$ cat config.mk
export PLATFORM = sky130hd
export DESIGN_NAME = rfa_core
export DESIGN_NICKNAME = d
export VERILOG_FILES = /design/src/include/rfa_pkg.sv /design/src/core/rfa_core.sv
export SDC_FILE = /design/constraint.sdc
export NUM_CORES = 1
export LEC_CHECK = 0
export BUFFER_PORTS_ARGS = -buffer_cell sky130_fd_sc_hd__buf_2
export CORE_MARGIN = 4
export CORE_UTILIZATION = 52
export DETAILED_ROUTE_END_ITERATION = 16
export PLACE_DENSITY = 0.8
export SLEW_MARGIN = 20
export SYNTH_ARGS = -nofsm -noshare
export SYNTH_HDL_FRONTEND = slang
export SYNTH_SLANG_ARGS = --single-unit
$ cat constraint.sdc
create_clock -name pclk -period 2.8 [get_ports pclk]
set_input_delay 0.56 -clock pclk [delete_from_list [all_inputs] [get_ports pclk]]
set_output_delay 0.56 -clock pclk [all_outputs]
set_load 0.02 [all_outputs]
$ cat src/include/rfa_pkg.sv
// Purpose: Shared constants for the receive interrupt and automatic acknowledgement block.
// Assumes: 32-bit APB with word-aligned registers; one clock domain.
// Notes:   Offsets are byte addresses.
package rfa_pkg;
   localparam logic [7:0]  OFS_CTRL       = 8'h00;
   localparam logic [7:0]  OFS_ACK_DELAY  = 8'h04;
   localparam logic [7:0]  OFS_PENDING    = 8'h08;
   localparam logic [7:0]  OFS_IRQ_STATUS = 8'h0c;
   localparam logic [7:0]  OFS_IRQ_CLEAR  = 8'h10;
   localparam logic [7:0]  OFS_IRQ_ENABLE = 8'h14;
   localparam logic [7:0]  OFS_STATUS     = 8'h18;

   // Control register fields.
   localparam int          CTRL_ADDR_FILTER_UNIT_ENABLE_LSB  = 0;
   localparam int          CTRL_PROM      = 4;
   localparam int          CTRL_AUTO_ACKNOWLEDGE      = 5;
   localparam int          CTRL_RATE_RX   = 6;
   localparam int          CTRL_FCS_RX    = 7;
   localparam int          CTRL_SRC_BUF   = 8;
   localparam int          CTRL_FCS32_CFG = 9;
   localparam int          CTRL_TRANSMIT_THEN_LISTEN     = 10;
   localparam int          CTRL_WIDTH     = 11;

   localparam logic [CTRL_WIDTH-1:0] CTRL_RST      = 11'h000;
   localparam logic [15:0]           ACK_DELAY_RST = 16'h0000;
   localparam logic [3:0]            PENDING_RST   = 4'h0;

   // Interrupt bit positions.
   localparam int          IRQ_RXFS       = 0;
   localparam int          IRQ_RXAM       = 1;
   localparam int          IRQ_RXEM       = 2;
   localparam int          IRQ_RXFE       = 3;
   localparam int          IRQ_TX_FRAME_END_IRQ       = 4;
   localparam int          IRQ_WIDTH      = 5;
   localparam logic [IRQ_WIDTH-1:0] IRQ_RST = 5'h00;

   // Frame types and acknowledgement frame layout.
   localparam logic [2:0]  FT_DATA        = 3'h1;
   localparam logic [2:0]  FT_ACK         = 3'h2;
   localparam logic [2:0]  FT_CMD         = 3'h3;
   localparam logic [7:0]  ACK_FCF_LO     = 8'h02;
   localparam logic [7:0]  ACK_FCF_HI     = 8'h00;
   localparam int          FCF_PEND_BIT   = 4;
   localparam logic [2:0]  ACK_LEN_FCS16  = 3'h5;
   localparam logic [2:0]  ACK_LEN_FCS32  = 3'h7;
   localparam logic [15:0] CRC16_POLY     = 16'h8408;
   localparam logic [31:0] CRC32_POLY     = 32'hedb88320;
   localparam logic [31:0] CRC32_INIT     = 32'hffffffff;

   typedef enum logic [1:0] {
      RFA_IDLE,
      RFA_WAIT,
      RFA_SEND
   } rfa_state_t;
endpackage

$ cat src/core/rfa_core.sv
// Purpose: Receive-frame interrupt decision and automatic acknowledgement control behind an APB slave.
// Assumes: Baseband event inputs are single-cycle pulses on pclk; no synchronisation needed.
// Notes:   Acknowledgement delay counts pclk cycles.
// Contract
// [RULE1] Frame-start interrupt on every valid header, whatever the filters say.
// [RULE2] Filter enabled and address rules met raises address-match interrupt.
// [RULE3] Filter enabled and extended rules met raises extended-match interrupt.
// [RULE4] Frame-end interrupt marks the whole frame stored and ready for host.
// [RULE5] Frame-end interrupt suppressed unless every applicable filter stage passed.
// [RULE6] All units disabled: no match interrupts; frame-end follows first-level pass.
// [RULE7] Filter enabled: frame-end needs first-level pass and match, extended or promiscuous.
// [RULE8] Acknowledgement frames raise frame-end without either match interrupt.
// [RULE9] Auto acknowledge only for matched data or command frames requesting one.
// [RULE10] Sequence number and acknowledgement checksum are produced by this block.
// [RULE11] Host programs delay from frame end to acknowledgement start.
// [RULE12] Acknowledgement rate comes from received frame or transmit settings.
// [RULE13] Content comes from internal generation or host-filled transmit buffer.
// [RULE14] Checksum type comes from received frame or configuration.
// [RULE15] Host should not enable auto acknowledge together with transmit-then-listen.
// [RULE16] Internal acknowledgement copies sequence; 5 octets with 16-bit, 7 with 32-bit.
// [RULE17] Frame-pending bit taken from pending setting of the matching unit.
// [RULE18] Acknowledgement starts the programmed delay after frame-end interrupt; the code starts it one cycle later (delay plus one).
// [RULE19] Sent acknowledgement raises transmit-end; otherwise finish in transmit-prepare.
//
// The register addresses and the APB interface to the registers were decided locally.
`timescale 1ns/10ps
module rfa_core
   import rfa_pkg::*;
#(
   parameter int RATE_W = 4
) (
   input  wire logic              pclk,
   input  wire logic              presetn,
   input  wire logic              psel,
   input  wire logic              penable,
   input  wire logic              pwrite,
   input  wire logic [7:0]        paddr,
   input  wire logic [31:0]       pwdata,
   output logic [31:0]            prdata,
   output logic                   pready,
   output logic                   pslverr,
   input  wire logic              rx_header_valid,
   input  wire logic              rx_header_parsed,
   input  wire logic [3:0]        addr_match_result,
   input  wire logic              extended_match_result,
   input  wire logic [2:0]        rx_frame_type,
   input  wire logic              rx_ack_request,
   input  wire logic [7:0]        rx_seq_num,
   input  wire logic              rx_fcs32,
   input  wire logic [RATE_W-1:0] rx_rate,
   input  wire logic [RATE_W-1:0] tx_cfg_rate,
   input  wire logic              rx_frame_done,
   input  wire logic              first_level_pass,
   input  wire logic              ack_tx_done,
   output logic                   rx_frame_start_irq,
   output logic                   rx_address_match_irq,
   output logic                   rx_extended_match_irq,
   output logic                   rx_frame_end_irq,
   output logic                   tx_frame_end_irq,
   output logic                   irq,
   output logic                   transmit_prepare_state,
   output logic                   ack_tx_start,
   output logic                   ack_from_buffer,
   output logic [RATE_W-1:0]      ack_rate,
   output logic                   ack_fcs32,
   output logic [2:0]             ack_length,
   output logic [7:0]             ack_seq_num,
   output logic                   ack_frame_pending,
   output logic [31:0]            ack_fcs
);

   logic [CTRL_WIDTH-1:0] ctrl;
   logic [15:0]           ack_delay;
   logic [3:0]            pending;
   logic [IRQ_WIDTH-1:0]  irq_status;
   logic [IRQ_WIDTH-1:0]  irq_enable;
   rfa_state_t            state;
   logic [15:0]           delay_cnt;
   logic [3:0]            unit_hit;
   logic                  ext_hit;
   logic                  ack_wanted;
   logic [IRQ_WIDTH-1:0]  irq_event;
   logic [31:0]           next_rdata;
   logic                  addr_ok;
   logic                  wr_access;
   logic [3:0]            addr_filter_unit_enable;
   logic                  filter_on;
   logic                  is_ack_frame;
   logic                  frame_passes;
   logic                  need_ack;
   logic                  fcs32_sel;
   logic                  pend_bit;
   logic [7:0]            fcf_lo;
   logic                  ack_frame_seen;
   logic                  arm_ack;
   logic                  ack_busy;

   function automatic logic [15:0] crc16_byte(input logic [15:0] crc, input logic [7:0] data);
      logic [15:0] c;
      c = crc;
      for (int i = 0; i < 8; i++) begin
         if (c[0] ^ data[i]) begin
            c = (c >> 1) ^ CRC16_POLY;
         end else begin
            c = c >> 1;
         end
      end
      return c;
   endfunction

   function automatic logic [31:0] crc32_byte(input logic [31:0] crc, input logic [7:0] data);
      logic [31:0] c;
      c = crc;
      for (int i = 0; i < 8; i++) begin
         if (c[0] ^ data[i]) begin
            c = (c >> 1) ^ CRC32_POLY;
         end else begin
            c = c >> 1;
         end
      end
      return c;
   endfunction

   // Lowest-numbered enabled unit that matched supplies the pending bit.
   function automatic logic pick_pending(input logic [3:0] hits, input logic [3:0] pend);
      logic p;
      p = 1'b0;
      for (int i = 3; i >= 0; i--) begin
         if (hits[i]) begin
            p = pend[i];
         end
      end
      return p;
   endfunction

   // Enabled units that matched; an acknowledgement frame never counts as a match.
   function automatic logic [3:0] units_hit(input logic [3:0] am, input logic [3:0] en, input logic ack);
      return ack ? 4'h0 : (am & en);
   endfunction

   // Extended match counts only with filtering on and never for an acknowledgement frame.
   function automatic logic ext_match(input logic em, input logic filt, input logic ack);
      return filt && !ack && em;
   endfunction

   assign addr_filter_unit_enable         = ctrl[CTRL_ADDR_FILTER_UNIT_ENABLE_LSB +: 4];
   assign filter_on    = |addr_filter_unit_enable;
   assign is_ack_frame = (rx_frame_type == FT_ACK);
   assign wr_access    = psel && penable && pready && pwrite;

   // Frame passes all stages: first level, then match or promiscuous when filtering. [RULE5] [RULE6] [RULE7]
   assign frame_passes = first_level_pass &&
                         (!filter_on || ack_frame_seen || (|unit_hit) || ext_hit || ctrl[CTRL_PROM]); // [RULE8]

   // Third-level match, data or command type, and acknowledgement requested. [RULE9]
   assign need_ack = ack_wanted && ctrl[CTRL_AUTO_ACKNOWLEDGE] && !ctrl[CTRL_TRANSMIT_THEN_LISTEN] && frame_passes; // [RULE15]
   assign arm_ack  = !ack_busy && rx_frame_done && need_ack;
   assign ack_busy = (state != RFA_IDLE);

   assign fcs32_sel = ctrl[CTRL_FCS_RX] ? rx_fcs32 : ctrl[CTRL_FCS32_CFG]; // [RULE14]
   assign pend_bit  = pick_pending(unit_hit, pending); // [RULE17]
   assign fcf_lo    = ACK_FCF_LO | (8'(pend_bit) << FCF_PEND_BIT);

   always_comb begin
      addr_ok    = 1'b1;
      next_rdata = 32'h0000_0000;
      unique case (paddr)
         OFS_CTRL:       next_rdata = 32'(ctrl);
         OFS_ACK_DELAY:  next_rdata = 32'(ack_delay);
         OFS_PENDING:    next_rdata = 32'(pending);
         OFS_IRQ_STATUS: next_rdata = 32'(irq_status);
         OFS_IRQ_CLEAR:  next_rdata = 32'h0000_0000;
         OFS_IRQ_ENABLE: next_rdata = 32'(irq_enable);
         OFS_STATUS:     next_rdata = {16'h0000, ack_seq_num, 1'b0, transmit_prepare_state,
                                       ack_busy, ext_hit, unit_hit};
         default:        addr_ok    = 1'b0;
      endcase
   end

   // APB answer: one access cycle, data captured in the setup cycle.
   always_ff @(posedge pclk or negedge presetn) begin
      if (!presetn) begin
         pready  <= 1'b0;
         pslverr <= 1'b0;
         prdata  <= 32'h0000_0000;
      end else begin
         pready  <= psel && !penable;
         pslverr <= psel && !penable && !addr_ok;
         if (psel && !penable) begin
            prdata <= pwrite ? 32'h0000_0000 : next_rdata;
         end
      end
   end

   // Configuration registers written by software.
   always_ff @(posedge pclk or negedge presetn) begin
      if (!presetn) begin
         ctrl       <= CTRL_RST;
         ack_delay  <= ACK_DELAY_RST;
         pending    <= PENDING_RST;
         irq_enable <= IRQ_RST;
      end else if (wr_access) begin
         unique case (paddr)
            OFS_CTRL:       ctrl       <= pwdata[CTRL_WIDTH-1:0];
            OFS_ACK_DELAY:  ack_delay  <= pwdata[15:0]; // [RULE11]
            OFS_PENDING:    pending    <= pwdata[3:0];
            OFS_IRQ_ENABLE: irq_enable <= pwdata[IRQ_WIDTH-1:0];
            default:        ;
         endcase
      end
   end

   // Filter results latched once the header is parsed.
   always_ff @(posedge pclk or negedge presetn) begin
      if (!presetn) begin
         unit_hit   <= 4'h0;
         ext_hit    <= 1'b0;
         ack_wanted <= 1'b0;
         ack_frame_seen <= 1'b0;
      end else if (rx_header_valid) begin
         unit_hit   <= 4'h0;
         ext_hit    <= 1'b0;
         ack_wanted <= 1'b0;
         ack_frame_seen <= 1'b0;
      end else if (rx_header_parsed) begin
         unit_hit   <= units_hit(addr_match_result, addr_filter_unit_enable, is_ack_frame); // [RULE2] [RULE6] [RULE8]
         ext_hit    <= ext_match(extended_match_result, filter_on, is_ack_frame); // [RULE3] [RULE6] [RULE8]
         ack_frame_seen <= is_ack_frame; // [RULE8]
         ack_wanted <= |units_hit(addr_match_result, addr_filter_unit_enable, is_ack_frame) && rx_ack_request &&
                       (rx_frame_type == FT_DATA || rx_frame_type == FT_CMD); // [RULE9]
      end
   end

   // Interrupt pulses toward the host.
   always_ff @(posedge pclk or negedge presetn) begin
      if (!presetn) begin
         irq_event <= IRQ_RST;
      end else begin
         irq_event[IRQ_RXFS] <= rx_header_valid; // [RULE1]
         irq_event[IRQ_RXAM] <= rx_header_parsed &&
                                |units_hit(addr_match_result, addr_filter_unit_enable, is_ack_frame); // [RULE2] [RULE8]
         irq_event[IRQ_RXEM] <= rx_header_parsed &&
                                ext_match(extended_match_result, filter_on, is_ack_frame); // [RULE3] [RULE8]
         irq_event[IRQ_RXFE] <= rx_frame_done && frame_passes; // [RULE4] [RULE5]
         irq_event[IRQ_TX_FRAME_END_IRQ] <= (state == RFA_SEND) && ack_tx_done; // [RULE19]
      end
   end

   always_comb begin
      rx_frame_start_irq    = irq_event[IRQ_RXFS];
      rx_address_match_irq  = irq_event[IRQ_RXAM];
      rx_extended_match_irq = irq_event[IRQ_RXEM];
      rx_frame_end_irq      = irq_event[IRQ_RXFE];
      tx_frame_end_irq      = irq_event[IRQ_TX_FRAME_END_IRQ];
   end

   // Sticky status: a new event wins over a clear in the same cycle.
   always_ff @(posedge pclk or negedge presetn) begin
      if (!presetn) begin
         irq_status <= IRQ_RST;
      end else begin
         irq_status <= (irq_status & ~((wr_access && paddr == OFS_IRQ_CLEAR) ? pwdata[IRQ_WIDTH-1:0] :
                       IRQ_RST)) | irq_event;
      end
   end

   always_ff @(posedge pclk or negedge presetn) begin
      if (!presetn) begin
         irq <= 1'b0;
      end else begin
         irq <= |((irq_status | irq_event) & irq_enable);
      end
   end

   // Acknowledgement sequencer: wait the programmed delay plus one cycle after frame end, then send.
   always_ff @(posedge pclk or negedge presetn) begin
      if (!presetn) begin
         state        <= RFA_IDLE;
         delay_cnt    <= 16'h0000;
         ack_tx_start <= 1'b0;
      end else begin
         ack_tx_start <= 1'b0;
         unique case (state)
            RFA_IDLE: begin
               if (arm_ack) begin
                  state     <= RFA_WAIT;
                  delay_cnt <= ack_delay; // [RULE18]
               end
            end
            RFA_WAIT: begin
               if (delay_cnt == 16'h0000) begin
                  ack_tx_start <= 1'b1; // [RULE18]
                  state        <= RFA_SEND;
               end else begin
                  delay_cnt <= delay_cnt - 16'h0001;
               end
            end
            RFA_SEND: begin
               if (ack_tx_done) begin
                  state <= RFA_IDLE; // [RULE19]
               end
            end
         endcase
      end
   end

   // With auto acknowledge on, a passed frame needing no acknowledgement rests in transmit-prepare.
   always_ff @(posedge pclk or negedge presetn) begin
      if (!presetn) begin
         transmit_prepare_state <= 1'b0;
      end else if (rx_header_valid || !ctrl[CTRL_AUTO_ACKNOWLEDGE]) begin
         transmit_prepare_state <= 1'b0;
      end else if (rx_frame_done && frame_passes && !need_ack) begin
         transmit_prepare_state <= 1'b1; // [RULE19]
      end
   end

   // Acknowledgement frame description captured at frame end.
   always_ff @(posedge pclk or negedge presetn) begin
      if (!presetn) begin
         ack_from_buffer   <= 1'b0;
         ack_rate          <= '0;
         ack_fcs32         <= 1'b0;
         ack_length        <= ACK_LEN_FCS16;
         ack_seq_num       <= 8'h00;
         ack_frame_pending <= 1'b0;
         ack_fcs           <= 32'h0000_0000;
      end else if (arm_ack) begin
         ack_from_buffer   <= ctrl[CTRL_SRC_BUF]; // [RULE13]
         ack_rate          <= ctrl[CTRL_RATE_RX] ? rx_rate : tx_cfg_rate; // [RULE12]
         ack_fcs32         <= fcs32_sel; // [RULE14]
         ack_length        <= fcs32_sel ? ACK_LEN_FCS32 : ACK_LEN_FCS16; // [RULE16]
         ack_seq_num       <= rx_seq_num; // [RULE10] [RULE16]
         ack_frame_pending <= pend_bit; // [RULE17]
         if (fcs32_sel) begin
            ack_fcs <= ~crc32_byte(crc32_byte(crc32_byte(CRC32_INIT, fcf_lo), ACK_FCF_HI),
                                   rx_seq_num); // [RULE10]
         end else begin
            ack_fcs <= {16'h0000, crc16_byte(crc16_byte(crc16_byte(16'h0000, fcf_lo), ACK_FCF_HI),
                                             rx_seq_num)}; // [RULE10]
         end
      end
   end

endmodule

# ---- After elaboration in Yosys (flattened, before gate mapping)
# Index checks and enable logic that the tools add are counted.
dict set report word_totals {
  reg_bits 158
  latchBits 0
  ramBits 0
  romBits 0
  inputBits 76
  output_inout_bits 92
  word_cells 337
  memories 0
}
dict set report classes {
  addsub 1
  multipliers 0
  div 0
  order_cmp 0
  eq_ne 15
  shift 0
  muxes 172
  bitwise 71
  n_reduce_logical 53
}
# operator n
set ops {}
lappend ops {{32-bit two-way mux} 73}
lappend ops {{16-bit two-way mux} 71}
lappend ops {{13-bit NOT with 14-bit output} 23}
lappend ops {{16-bit case mux with 6 select lines} 1}
lappend ops {{2-bit NOT with 3-bit output} 23}
lappend ops {{32-bit NOT} 1}
lappend ops {{16-bit case mux with 2 select lines} 1}
lappend ops {{8-bit by 5-bit == test with 1-bit output (second input constant)} 3}
lappend ops {{1-bit logical AND} 21}
lappend ops {{1-bit bitwise XOR} 18}
lappend ops {{8-bit by 4-bit == test with 1-bit output (second input constant)} 2}
lappend ops {{16-bit logical NOT} 1}
lappend ops {{1-bit two-way mux} 16}
lappend ops {{4-bit two-way mux} 4}
lappend ops {{16-bit by 1-bit subtractor with 16-bit output (second input constant)} 1}
lappend ops {{4-bit OR reduction} 3}
lappend ops {{5-bit bitwise AND} 2}
lappend ops {{5-bit bitwise OR} 2}
lappend ops {{8-bit by 3-bit == test with 1-bit output (second input constant)} 1}
lappend ops {{1-bit logical NOT} 8}
lappend ops {{8-bit logical NOT} 1}
lappend ops {{2-bit two-way mux} 4}
lappend ops {{2-bit inequality test (second input constant)} 4}
lappend ops {{2-bit AND reduction} 4}
lappend ops {{14 further kinds} 24}

# ---- Logic depth before layout (Yosys ltp)
# Gate-level depths: netlist of run 1.
dict set report logic_depth {
  ltp_word 104
  mapped_depth 9
  ltp_nobuf 7
}

# ---- Worst setup path before layout of run 1
# No wires, ideal clock.
dict set report synth_timing {
  kind {input -> register}
  start {input port paddr[5]}
  end {register ack_delay[10]}
  setup_time_ns 0.125
  arrival_ns 2.030
  path_slack_ns 0.645
  path_stages 5
  n_path_buf 1
  path_cell_list {nor3_2 > nand2_1 > nor4_4 > buf_2 > mux2_2}
}
dict set report synth_between {
  elab_chain_cells 2
}
# element line
set synth_lines {}
lappend synth_lines {{start: declaration} rfa_core.sv:37} ;# input wire logic [7:0] paddr,
lappend synth_lines {{8-bit by 3-bit == test with 1-bit output} rfa_core.sv:203} ;# unique case (paddr)
lappend synth_lines {{2-bit AND reduction (no line)} -}
lappend synth_lines {{end signal: assignment} rfa_core.sv:205} ;# OFS_ACK_DELAY: ack_delay <= pwdata[15:0];
lappend synth_lines {{end: declaration} rfa_core.sv:73} ;# logic [15:0] ack_delay;
# No other way between the ends.
# A chain may end at the register's enable or synchronous reset.

# ---- Final worst setup path of run 1
dict set report layout_timing {
  start {register ctrl[2]}
  end {register ack_fcs[13]}
}
dict set report layout_between {
  elab_chain_cells 9
}
# element line
set layout_lines {}
lappend layout_lines {{start: declaration} rfa_core.sv:72} ;# logic [CTRL_WIDTH-1:0] ctrl;
lappend layout_lines {{start signal: assignment} rfa_core.sv:204} ;# OFS_CTRL: ctrl <= pwdata[CTRL_WIDTH-1:0];
lappend layout_lines {{4-bit OR reduction} rfa_core.sv:147} ;# assign filter_on = |addr_filter_unit_enable;
lappend layout_lines {{1-bit logical NOT} rfa_core.sv:153} ;# (!filter_on || ack_frame_seen || (|unit_hit) || ext_hit || ctrl[CTRL_PROM]);
lappend layout_lines {{1-bit logical OR (4 in a row)} rfa_core.sv:153}
lappend layout_lines {{1-bit logical AND} rfa_core.sv:152} ;# assign frame_passes = first_level_pass &&
lappend layout_lines {{1-bit logical AND} rfa_core.sv:156} ;# assign need_ack = ack_wanted && ctrl[CTRL_AUTO_ACKNOWLEDGE] && !ctrl[CTRL_TRANSMIT_THEN_LISTEN] && frame_passe ...
lappend layout_lines {{1-bit logical AND} rfa_core.sv:157} ;# assign arm_ack = !ack_busy && rx_frame_done && need_ack;
lappend layout_lines {{end signal: assignment} rfa_core.sv:336} ;# ack_fcs <= ~crc32_byte(crc32_byte(crc32_byte(CRC32_INIT, fcf_lo), ACK_FCF_HI),
lappend layout_lines {{end signal: assignment} rfa_core.sv:339} ;# ack_fcs <= {16'h0000, crc16_byte(crc16_byte(crc16_byte(16'h0000, fcf_lo), ACK_FCF_HI),
lappend layout_lines {{end: declaration} rfa_core.sv:69} ;# output logic [31:0] ack_fcs
# No other way between the ends.

==> Implementation_results.wiki, run 1 <==
{| class="wikitable"
! Metric !! Value
|-
| TritonCTS clock tree || built
|-
| Final Max Tran Viols || 0
|-
| Power consumption || ~5 mW
|-
| RSZ-0062 raised after global routing || false
|-
| Synth Register Bits || around 140
|-
| Number of fill cells || 1052
|-
| Distinct cell type count after synthesis || between 50 and 60
|-
| DIE AREA || between 15000 and 20000 sq um
|-
| Clock Tree Root || sky130_fd_sc_hd__clkbuf_16
|-
| Startpoint types || flop
|-
| Crit. Startpoint || ctrl[2]
|-
| Number of vias per cell after detailed routing || slightly below 6
|-
| Ports || approximately 170
|-
| Power per standard cell area || between 500 and 600 nW/um^2
|-
| Final nets || slightly above 900
|-
| Total negative slack || 0 ns
|-
| Number of placement rows || 42
|-
| Fraction of layout cells with a size suffix above 1 || 0.286
|-
| Height of the die || approximately 130 um
|-
| Avg WL per Cell || between 15 and 20 um
|-
| Part of the Yosys area used for sequential elements || 0.485
|-
| Max cap viols || 0
|-
| Reg-to-reg setup timing slack || 0.43 ns
|-
| Post_cts resized || 0
|-
| Critical path endpoint || ack_fcs[13]
|-
| Number of setup violations in the final report || 0
|-
| Maximum fanout count along the critical path || 35
|-
| Sum of net half-perimeters after detailed placement || about 14000 um
|-
| Gate count after technology mapping || ~700
|-
| Internal || approximately 3.8 mW
|-
| CTS clock-pin slew for the worst setup and hold paths || about 0.060 ns
|-
| Synthesis-to-finish area growth || 20.9%
|-
| Most frequently used flop master after synthesis || sky130_fd_sc_hd__dfrtp_1
|-
| Sw Ratio || 0.230
|-
| Reported net switching power || ~1.1 mW
|-
| Peak VDD IR || 0.492 mV
|-
| Share of the clock period used by the worst path after layout || 0.846
|-
| Highest attainable clock frequency || around 420 MHz
|-
| Global-route wire length before repair || 31000 um
|-
| Setup fix buffers added after clock tree synthesis || 0
|-
| Critical path capture point type || flop
|-
| Source-to-sink clock delay at the later pin of the worst-skew pair || 0.43 ns
|-
| Number of iterations in the first detailed-routing pass || 6
|-
| Combined flip-flop and latch cell area || between 3000 and 4000 sq um
|-
| Yosys Warn Count || 0
|-
| Iteration-0 DRC Markers || roughly 650
|-
| Number of global-route vias before repair || between 5000 and 6000
|-
| Floorplan core area || ~13000 sq um
|-
| Worst EP required || between 3 and 4 ns
|-
| Final number of hold-violating endpoints || 0
|-
| Clock tree skew after final layout || between 0.006 and 0.007 ns
|-
| RD Place Congestion || 0.880
|-
| Worst slew margin || 0.488
|-
| Arrival @ worst endpoint || 2.73 ns
|-
| Number of sinks driven by the clock tree || ~140
|-
| Number of antenna violations at the first check in global routing || 1
|-
| Htree depth || 4
|-
| Residual DRC count || 0
|-
| Number of synthesized flops with an enable pin || 0
|-
| Fraction of registers with async set or reset after synthesis || 1.00
|-
| Deepest clock path buffer count || 2
|-
| CP Class || flop to flop
|-
| Final ANT Viol Nets || 0
|-
| Number of buffers added to fix hold violations after cts || 0
|-
| Outcome || finished clean
|-
| Endpoint of the most critical register-to-register path || ack_fcs[13]
|-
| Sequential Power Share || 0.409
|-
| Number of buffers added by the clock tree synthesis step || 17
|-
| Proportion of power drawn by combinational gates || 0.079
|-
| Global-route usage over all layers || 0.247
|-
| Largest net degree at the start of global routing || between 60 and 70
|-
| Total via count after detailed routing || 6044
|-
| Initial core utilization || 0.535
|-
| Final Critical Period || approximately 2.4 ns
|-
| Multi-input gate area || between 3000 and 4000 sq um
|-
| Sum of overflow across all layers after global routing || 0
|-
| Post-synth design cell area || 7170 sq um
|-
| Average cell area after synthesis || approximately 10 sq um
|-
| Floorplan die width || between 100 and 150 um
|-
| Worst R2R Path Depth || 6
|-
| Reg-to-reg critical path startpoint || ctrl[2]
|-
| Clock Power Share || 0.512
|-
| Aggregate routed wire length || about 19000 um
|-
| Type of the most critical hold path || primary input to async pin
|-
| Least-Margin Pin Slew || about 0.77 ns
|-
| P_leak || around 4.2 nW
|-
| IO buf count || approximately 130
|}
==> layout make-up <==
cell class	instances	area share
multi-input cells	521	0.392
repair buffers	153	0.0963
diodes	1	0.000289
clock buffers	17	0.0491
clock inverters	15	0.0283
inverters	15	0.00707
flip-flops and latches	139	0.401
well taps	176	0.0254
==> stage by stage <==
step	instances	setup WS [ns]	utilization	hold WS (ns)	cell area, sq um
finish	1037	0.432	0.647	0.111	8670
global route	1037	0.341	0.647	0.167	8670
CTS	1036	0.436	0.647	0.144	8670
detailed placement	1004	0.440	0.597	0.466	8000
global placement	1004	0.467	0.597	0.459	8000
floorplan	733	0.645	-	0.264	7230
==> registers in the layout, summed over array words and instances, names as in the netlist, 2 cells and up <==
name / count
delay_cnt: 16
ctrl: 11
unit_hit: 4
ack_seq_num: 8
state: 2
pending: 4
ack_delay: 16
irq_event: 5
ack_rate: 4
irq_enable: 5
irq_status: 5
ack_fcs: 32
prdata: 16
==> cell families (layout without fill, tap and decap cells) <==
group	Yosys count	in the layout	synth area share
AOI/OAI and AO/OA	165	165	0.147
other	2	19	0.00105
and+or+nand+nor	221	221	0.149
xor gates and xnor gates	53	53	0.0666
DFF	139	139	0.485
adders and majority gates	6	6	0.0105
buffers and inverters	73	200	0.0506
muxes	58	58	0.0898
==> per-layer routing <==
| metal | share of wire | global-route usage | routed length (um) |
|---|---|---|---|
| met4 | 0.020 | 0.0810 | 391 |
| met1 | 0.43 | 0.345 | 8210 |
| met2 | 0.47 | 0.383 | 9110 |
| met3 | 0.078 | 0.0601 | 1500 |
| met5 | 0 | 0 | 0 |
==> synthesized netlist by cell type, drive strengths merged, types with 2 or more instances <==
master	instances	area (sq um)
nor4	5	46.3
ha	6	75.1
a22o	3	26.3
a22oi	11	82.6
inv	14	52.6
a21oi	24	124
mux2i	16	160
nand2	108	413
o22ai	2	12.5
xnor2	31	272
a32oi	4	35.0
a31oi	5	31.3
a211oi	8	60.1
o211ai	4	30.0
nand3	14	70.1
or3	4	25.0
a31o	2	17.5
or4	5	37.5
conb	2	7.51
mux2	41	462
nor2b	3	18.8
or2	7	43.8
dfrtp	139	3480
nand4b	2	17.5
clkbuf	27	101
a221oi	6	58.8
a21o	7	52.6
nor3	17	100
a21boi	4	30.0
nor3b	6	45.0
nand4	9	56.3
buf	31	200
and3	3	18.8
nand2b	7	43.8
nor2	27	101
a2bb2oi	4	35.0
xor2	21	184
o31ai	13	97.6
o21ai	65	337
==> worst min path at each step <==
stage	end	slack [ns]	depth (start not counted)
after global routing	irq_event[1]	0.17	1
after CTS	irq_event[1]	0.14	1
after floorplan	ack_delay[0]	0.26	0
after global placement	ack_rate[3]	0.46	2
after detailed placement	prdata[2]	0.47	2
final	irq_event[1]	0.11	1
==> worst max-delay path: stages, from the launching register on <==
cell and delay [ns]:
sky130_fd_sc_hd__dfrtp_1 0.43, sky130_fd_sc_hd__or4_1 0.57, sky130_fd_sc_hd__a31o_2 0.31, sky130_fd_sc_hd__clkinv_4 0.10, sky130_fd_sc_hd__nand2_4 0.20, sky130_fd_sc_hd__or4_1 0.58, sky130_fd_sc_hd__nand3_1 0.09
==> power by group through the flow <==
| stage | clock [mW] | combinational (mW) | sequential, mW |
|---|---|---|---|
| after floorplan | 0 | 0.236 | 2.09 |
| after detailed placement | 0 | 0.386 | 2.08 |
| final | 2.55 | 0.392 | 2.04 |
| after global routing | 2.66 | 0.426 | 2.04 |
| after CTS | 2.57 | 0.391 | 2.04 |
| after global placement | 0 | 0.381 | 2.08 |
==> layout by cell type (no fill, tap or decap), drive strengths merged, types with 8 or more instances in the layout <==
| cell | count |
|---|---|
| buf | 153 |
| dfrtp | 139 |
| nand2 | 108 |
| o21ai | 65 |
| mux2 | 41 |
| xnor2 | 31 |
| nor2 | 27 |
| a21oi | 24 |
| xor2 | 21 |
| conb | 18 |
| clkbuf | 17 |
| nor3 | 17 |
| mux2i | 16 |
| inv | 16 |
| nand3 | 14 |
| o31ai | 13 |
| a22oi | 11 |
| nand4 | 9 |
| a211oi | 8 |
Note: power is estimated with default switching activity, not from simulation.
==> run 2, diff against run 1 <==
Settings changed: ABC_AREA set to 1, CORE_UTILIZATION 52 to 49, PLACE_DENSITY 0.8 to 0.78.
Clock period 2.8 ns to 2.1 ns, I/O delays scaled along.
==> Implementation_results.wiki, run 2 <==
{| class="wikitable"
! Metric !! Value
|-
| Initial core utilization || 0.506 (-0.0296)
|-
| Uppermost signal routing layer after detailed routing || met5
|-
| Sum of net half-perimeters after detailed placement || 14600 um (+7.5%)
|-
| Internal || 5.58 mW (+45%)
|-
| Residual DRC count || 0 (unchanged)
|-
| Type of the most critical hold path || primary input to flop
|-
| Final nets || 1128 (+21%)
|-
| Commonest cells in the synthesized netlist || 252 x sky130_fd_sc_hd__nand2_1, 139 x sky130_fd_sc_hd__dfrtp_1, 83 x sky130_fd_sc_hd__o21ai_0, 75 x sky130_fd_sc_hd__inv_1, 58 x sky130_fd_sc_hd__nand3_1
|-
| Clock Tree Root || sky130_fd_sc_hd__clkbuf_16
|-
| Number of iterations in the first detailed-routing pass || 5 (-1)
|-
| Highest attainable clock frequency || 511 MHz (+21%)
|-
| Distinct cell type count after synthesis || 54 (-8.5%)
|-
| Iteration-0 DRC Markers || 660 (+1.2%)
|-
| CP Cell Sequence || inv_1 -> ha_1 -> inv_1 -> nor2_2 -> nand3_4 -> buf_12 -> nor2_4 -> buf_12 -> nand3_1 -> nand3_1
|-
| Ports || 168 (unchanged)
|-
| Post-route cell area || 8970 sq um (+3.5%)
|-
| Sum of overflow across all layers after global routing || 0 (unchanged)
|-
| Critical path capture point type || flop
|-
| Commonest cells after routing, fill and taps aside || 250 x sky130_fd_sc_hd__nand2_1, 139 x sky130_fd_sc_hd__dfrtp_1, 132 x sky130_fd_sc_hd__buf_2
|-
| DR WL met2 || 9390 um (+3.1%)
|-
| Floorplan core area || 14700 sq um (+9.7%)
|-
| Startpoint types || flop
|-
| Commonest non-fill, non-tap cell in the layout || sky130_fd_sc_hd__nand2_1
|-
| Slowest cell on the critical path || sky130_fd_sc_hd__dfrtp_1
|-
| Aggregate routed wire length || 20000 um (+4.3%)
|-
| Reported net switching power || 2.41 mW (+110%)
|-
| Height of the die || 131 um (+4.6%)
|-
| Flip-flop count of the largest register after layout || 32 (unchanged)
|-
| Dominant cells by area after synthesis || sky130_fd_sc_hd__dfrtp_1 47%, sky130_fd_sc_hd__nand2_1 13%, sky130_fd_sc_hd__o21ai_0 5.6%, sky130_fd_sc_hd__nand3_1 3.9%, sky130_fd_sc_hd__inv_1 3.8%
|-
| Final Critical Period || 1.96 ns (-0.411 ns)
|-
| Gate count after technology mapping || 906 (+26%)
|-
| Deepest clock path buffer count || 2 (unchanged)
|-
| Worst EP required || 2.45 ns (-0.71 ns)
|-
| Total via count after detailed routing || 6647 (+10%)
|-
| Post-synth design cell area || 7430 sq um (+3.6%)
|-
| Final ANT Viol Nets || 0 (unchanged)
|-
| Total negative slack || 0 ns (unchanged)
|-
| Share of the clock period used by the worst path after layout || 0.932 (+0.0861)
|-
| Number of synthesized flops with an enable pin || 0 (unchanged)
|-
| Fraction of registers with async set or reset after synthesis || 1.00 (unchanged)
|-
| Arrival @ worst endpoint || 2.31 ns (-0.42 ns)
|-
| Max cap viols || 0 (unchanged)
|-
| Sw Ratio || 0.302 (+0.0718)
|-
| Most frequently used flop master after synthesis || sky130_fd_sc_hd__dfrtp_1
|-
| Global-route wire length before repair || 32400 um (+4.3%)
|-
| Fraction of layout cells with a size suffix above 1 || 0.226 (-0.0601)
|-
| Part of the Yosys area used for sequential elements || 0.468 (-0.0170)
|-
| Power consumption || 7.99 mW (+60%)
|-
| Number of vias per cell after detailed routing || 5.35 (-8.2%)
|-
| Worst slack at placement || 0.117 ns (-0.322 ns)
|-
| Average cell area after synthesis || 8.20 sq um (-18%)
|-
| Source-to-sink clock delay at the later pin of the worst-skew pair || 0.42 ns (about the same)
|-
| CP Class || flop to flop
|-
| IO buf count || 133 (unchanged)
|-
| Proportion of netlist area held by the largest area contributor || 0.468 (-0.0170)
|-
| Clock tree skew after final layout || 0.00772 ns (+0.00146 ns)
|-
| Final worst-path setup slack || 0.143 ns (-0.289 ns)
|-
| Number of antenna violations at the first check in global routing || 2 (+1)
|-
| Number of setup violations in the final report || 0 (unchanged)
|-
| Synth Register Bits || 139 (unchanged)
|-
| Largest net degree at the start of global routing || 42 (-38%)
|-
| Power per standard cell area || 890 nW/um^2 (+55%)
|-
| RD Place Congestion || 0.917 (+4.3%)
|-
| Avg WL per Cell || 16.1 um (-13%)
|-
| Metal-1 WL || 8720 um (+6.2%)
|-
| Global-route usage over all layers || 0.232 (-0.0159)
|-
| Clock Power Share || 0.409 (-0.103)
|-
| Final number of hold-violating endpoints || 0 (unchanged)
|-
| Synthesis-to-finish area growth || 20.7%
|-
| TritonCTS clock tree || built
|-
| Number of global-route vias before repair || 6260 (+7.9%)
|-
| Synth area leader || sky130_fd_sc_hd__dfrtp_1
|-
| Outcome || finished clean
|-
| Largest reg by FF count || ack_fcs
|-
| P_leak || 4.69 nW (+10%)
|-
| CTS clock-pin slew for the worst setup and hold paths || 0.06 ns (about the same)
|-
| Final Max Tran Viols || 0 (unchanged)
|-
| Number of sinks driven by the clock tree || 139 (unchanged)
|-
| Maximum fanout count along the critical path || 21 (-40%)
|-
| Number of buffers added by the clock tree synthesis step || 17 (unchanged)
|-
| Proportion of power drawn by combinational gates || 0.221 (+0.142)
|-
| DIE AREA || 17200 sq um (+9.3%)
|-
| Sequential Power Share || 0.370 (-0.039)
|-
| Peak VDD IR || 0.656 mV (+33%)
|-
| Htree depth || 4 (unchanged)
|-
| Number of placement rows || 44 (+4.8%)
|-
| Largest stage delay, worst path || 0.40 ns (-0.18 ns)
|-
| Routed wl met3 || 1520 um (+1.3%)
|-
| Most common cell in the synthesized netlist || sky130_fd_sc_hd__nand2_1
|-
| Area after detailed placement || 8250 sq um (+3.2%)
|-
| Floorplan die width || 131 um (+4.6%)
|-
| Yosys Warn Count || 0 (unchanged)
|}
-- run 2: changes by cell type in the layout (fill, tap and decap cells not counted), moves of 9 or more --
| cell | delta |
|---|---|
| sky130_fd_sc_hd__inv_2 | +10 |
| sky130_fd_sc_hd__nand3_1 | +43 |
| sky130_fd_sc_hd__o21ai_0 | +19 |
| sky130_fd_sc_hd__nand2_1 | +143 |
| sky130_fd_sc_hd__mux2_2 | -41 |
| sky130_fd_sc_hd__nand2_2 | +10 |
| sky130_fd_sc_hd__nor2_1 | +25 |
| sky130_fd_sc_hd__mux2i_1 | -14 |
| sky130_fd_sc_hd__nor3_1 | -9 |
| sky130_fd_sc_hd__xnor2_1 | -19 |
| sky130_fd_sc_hd__inv_1 | +61 |
| sky130_fd_sc_hd__o21ai_1 | +25 |
-- run 2: cell families after synthesis --
logic type,count (synthesis),synth area share
compound gates,172,0.131
buf+inv,138,0.0886
fa+ha+maj,6,0.0101
xor+xnor,37,0.0527
flops,139,0.468
simple gates,408,0.242
other cells,2,0.00101
mux,4,0.00673
-- run 2: worst paths after layout --
check | slack (ns) | endpoint | startpoint | cells after the start
min reg2reg | 0.47 | prdata[15] | prdata[15] | 2
max | 0.14 | ack_fcs[26] | state[1] | 10
max in group asynchronous | 1.02 | ack_fcs[13] | presetn | 3
max reg2reg | 0.14 | ack_fcs[26] | state[1] | 10
min | 0.18 | pready | penable | 2
min in group asynchronous | 0.47 | pready | presetn | 2
-- run 2: metal layers --
layer,vias up,track usage
li1,3193,-
met1,3132,0.323
met2,278,0.363
met3,40,0.0585
met4,4,0.0636
met5,-,0
-- run 2: critical path, delay by kind of cell (launching register included) --
kind / cells / cell delay, ns
buffers and inverters: 4 / 0.59
flip-flops: 1 / 0.40
AND/OR/NAND/NOR: 5 / 0.67
adder cells (fa/ha/maj): 1 / 0.23
-- run 2: power by group through the flow --
stage	clock network (mW)	logic [mW]	registers (mW)
2_1_floorplan	0	1.33	2.97
3_3_place_gp	0	1.65	2.99
3_5_place_dp	0	1.71	2.99
4_1_cts	3.30	1.72	2.95
5_1_grt	3.41	1.98	2.98
6_report	3.27	1.77	2.96
-- run 2: layout make-up --
type                       count  area (sq um)
timing repair buffer         153           905
antenna                        1          2.50
multi-input combinational    645          3380
clock inverter                 7           163
fill                        1244          5730
clock buffer                  24           472
inverter                      90           348
tap                          184           230
sequential                   139          3480
-- run 2: through the flow --
step	hold slack (ns)	utilization	std cells
4_1_cts	0.165	0.605	1239
5_1_grt	0.178	0.610	1242
6_report	0.177	0.610	1243
2_1_floorplan	0.124	-	922
3_3_place_gp	0.350	0.562	1207
3_5_place_dp	0.354	0.562	1207
-- run 2: repair_timing --
action / 4_1_cts / 5_1_grt
hold buffers: 1 / 0
resized for setup: 0 / 6
setup endpoints to repair: 0 / 19
endpoints found under the hold margin: 32 / 0
setup buffers: 0 / 2
==> run 3, diff against run 2 <==
Settings changed: RECOVER_POWER set to 100.
==> Implementation_results.wiki, run 3 (same netlist as run 2, synthesis figures left out) <==
{| class="wikitable"
! Metric !! Value
|-
| Multi-input gate area || 3310 sq um (-1.8%)
|-
| Total negative slack || 0 ns (unchanged)
|-
| Height of the die || 131 um (unchanged)
|-
| RSZ-0062 raised after global routing || false
|-
| Number of iterations in the first detailed-routing pass || 5 (unchanged)
|-
| Final Critical Period || 1.94 ns (-0.0198 ns)
|-
| Outcome || finished clean
|-
| Number of antenna violations at the first check in global routing || 2 (unchanged)
|-
| Commonest cells after routing, fill and taps aside || 253 x sky130_fd_sc_hd__nand2_1, 139 x sky130_fd_sc_hd__dfrtp_1, 100 x sky130_fd_sc_hd__o21ai_0
|-
| Floorplan die width || 131 um (unchanged)
|-
| TritonCTS clock tree || built
|-
| Number of sinks driven by the clock tree || 139 (unchanged)
|-
| Fraction of layout cells with a size suffix above 1 || 0.140 (-0.0860)
|-
| Final nets || 1128 (unchanged)
|-
| Number of global-route vias before repair || 6260 (unchanged)
|-
| Worst hold slack across all endpoints || 0.177 ns (-0.0000450 ns)
|-
| Maximum fanout count along the critical path || 10 (-52%)
|-
| Global-route wire length before repair || 32400 um (unchanged)
|-
| Avg WL per Cell || 16.1 um (-0.14%)
|-
| Htree depth || 4 (unchanged)
|-
| Clock Tree Root || sky130_fd_sc_hd__clkbuf_16
|-
| Source-to-sink clock delay at the later pin of the worst-skew pair || 0.42 ns (about the same)
|-
| Largest net degree at the start of global routing || 42 (unchanged)
|-
| Clock tree skew after final layout || 0.00756 ns (-0.000167 ns)
|-
| CTS clock-pin slew for the worst setup and hold paths || 0.06 ns (about the same)
|-
| Ports || 168 (unchanged)
|-
| P_leak || 4.34 nW (-7.6%)
|-
| Number of buffers added by the clock tree synthesis step || 17 (unchanged)
|-
| Reg-to-reg setup timing slack || 0.16 ns (+0.02 ns)
|-
| Worst R2R Path Depth || 10 (unchanged)
|-
| Peak VDD IR || 0.649 mV (-1.1%)
|-
| Max cap viols || 0 (unchanged)
|-
| Initial core utilization || 0.506 (unchanged)
|-
| Flip-flop count of the largest register after layout || 32 (unchanged)
|-
| Final Max Tran Viols || 0 (unchanged)
|-
| Floorplan core area || 14700 sq um (unchanged)
|-
| DIE AREA || 17200 sq um (unchanged)
|-
| Aggregate routed wire length || 20000 um (-0.14%)
|-
| Crit. Startpoint || state[1]
|-
| Number of placement rows || 44 (unchanged)
|-
| Synthesis-to-finish area growth || 18.1%
|-
| Global-route usage over all layers || 0.232 (unchanged)
|-
| Worst slew margin || 0.330
|-
| Critical path endpoint || ack_fcs[0]
|-
| Number of fill cells || 1314 (+5.6%)
|-
| Startpoint types || flop
|-
| Arrival @ worst endpoint || 2.23 ns (-0.08 ns)
|-
| Least-Margin Pin Slew || between 1 and 1.5 ns
|-
| Final ANT Viol Nets || 0 (unchanged)
|-
| Share of the clock period used by the worst path after layout || 0.922 (-0.00941)
|-
| Sum of net half-perimeters after detailed placement || 14600 um (unchanged)
|-
| IO buf count || 133 (unchanged)
|-
| Deepest clock path buffer count || 2 (unchanged)
|-
| Worst EP required || 2.39 ns (-0.06 ns)
|-
| RD Place Congestion || 0.917 (unchanged)
|-
| Sum of overflow across all layers after global routing || 0 (unchanged)
|-
| CP Class || flop to flop
|-
| Iteration-0 DRC Markers || 630 (-4.5%)
|-
| Total via count after detailed routing || 6688 (+0.62%)
|-
| Power per standard cell area || 900 nW/um^2 (+1.1%)
|-
| Critical path capture point type || flop
|-
| Residual DRC count || 0 (unchanged)
|-
| Type of the most critical hold path || primary input to flop
|-
| Combined flip-flop and latch cell area || 3480 sq um (unchanged)
|-
| Endpoint of the most critical register-to-register path || ack_fcs[0]
|-
| Highest attainable clock frequency || 516 MHz (+1.0%)
|-
| Reg-to-reg critical path startpoint || state[1]
|-
| Number of setup violations in the final report || 0 (unchanged)
|-
| Final number of hold-violating endpoints || 0 (unchanged)
|-
| Commonest non-fill, non-tap cell in the layout || sky130_fd_sc_hd__nand2_1
|-
| Number of vias per cell after detailed routing || 5.38 (+0.62%)
|-
| Largest reg by FF count || ack_fcs
|}
[run 3: changes by cell type in the layout (fill, tap and decap cells not counted), sizes merged]
cell    delta
buf       -83
clkbuf    +83
[run 3: timing repair]
item	CTS	global route
hold buffers	1	0
setup endpoints to repair	0	19
gates resized for setup	0	6
endpoints found under the hold margin	32	0
setup buffers	0	2
[run 3: worst min path at each step]
stage                    to  depth (start not counted)  slack (ns)  startpoint
2_1_floorplan  ack_delay[0]                          0        0.12     presetn
3_3_place_gp         pready                          1        0.35     presetn
3_5_place_dp     prdata[11]                          1        0.35     presetn
4_1_cts              pready                          2        0.17     penable
5_1_grt              pready                          2        0.18     penable
6_report             pready                          2        0.18     penable
[run 3: final cells by class]
cell class,count,area share
multi-input cells,645,0.378
repair buffers,153,0.0875
flip-flops and latches,139,0.396
clock buffers,24,0.0537
diodes,1,0.000285
well taps,184,0.0262
inverters,90,0.0396
clock inverters,7,0.0185
[run 3: where the power goes]
group	switching [mW]	internal (mW)
logic	1.12	0.547
registers	0.135	2.82
clock network	1.11	2.16
[run 3: metrics by stage]
| stage | setup WS, ns | utilization | std cells | cell area, sq um | power (mW) |
|---|---|---|---|---|---|
| finish | 0.163 | 0.597 | 1243 | 8780 | 7.90 |
| global route | 0.00976 | 0.597 | 1242 | 8770 | 8.27 |
| CTS | 0.0697 | 0.605 | 1239 | 8900 | 7.98 |
| detailed placement | 0.117 | 0.562 | 1207 | 8250 | 4.70 |
| global placement | 0.190 | 0.562 | 1207 | 8250 | 4.64 |
| floorplan | 0.517 | - | 922 | 7490 | 4.30 |
[run 3: worst max-delay path, cell delays in order, from the launching register on]
cell and delay [ns]:
sky130_fd_sc_hd__dfrtp_1 0.41, sky130_fd_sc_hd__inv_1 0.12, sky130_fd_sc_hd__ha_1 0.21, sky130_fd_sc_hd__inv_1 0.11
sky130_fd_sc_hd__nor2_2 0.17, sky130_fd_sc_hd__nand3_4 0.15, sky130_fd_sc_hd__inv_2 0.08, sky130_fd_sc_hd__clkbuf_2 0.26
sky130_fd_sc_hd__nand2_1 0.12, sky130_fd_sc_hd__o21ai_1 0.09, sky130_fd_sc_hd__o21ai_1 0.08
[run 3: per-layer routing]
metal / vias up / share of wire / global-route usage
li1: 3187 / - / -
met1: 3172 / 0.44 / 0.323
met4: 4 / 0.017 / 0.0636
met5: - / 0.0010 / 0
met2: 295 / 0.47 / 0.363
met3: 30 / 0.078 / 0.0585
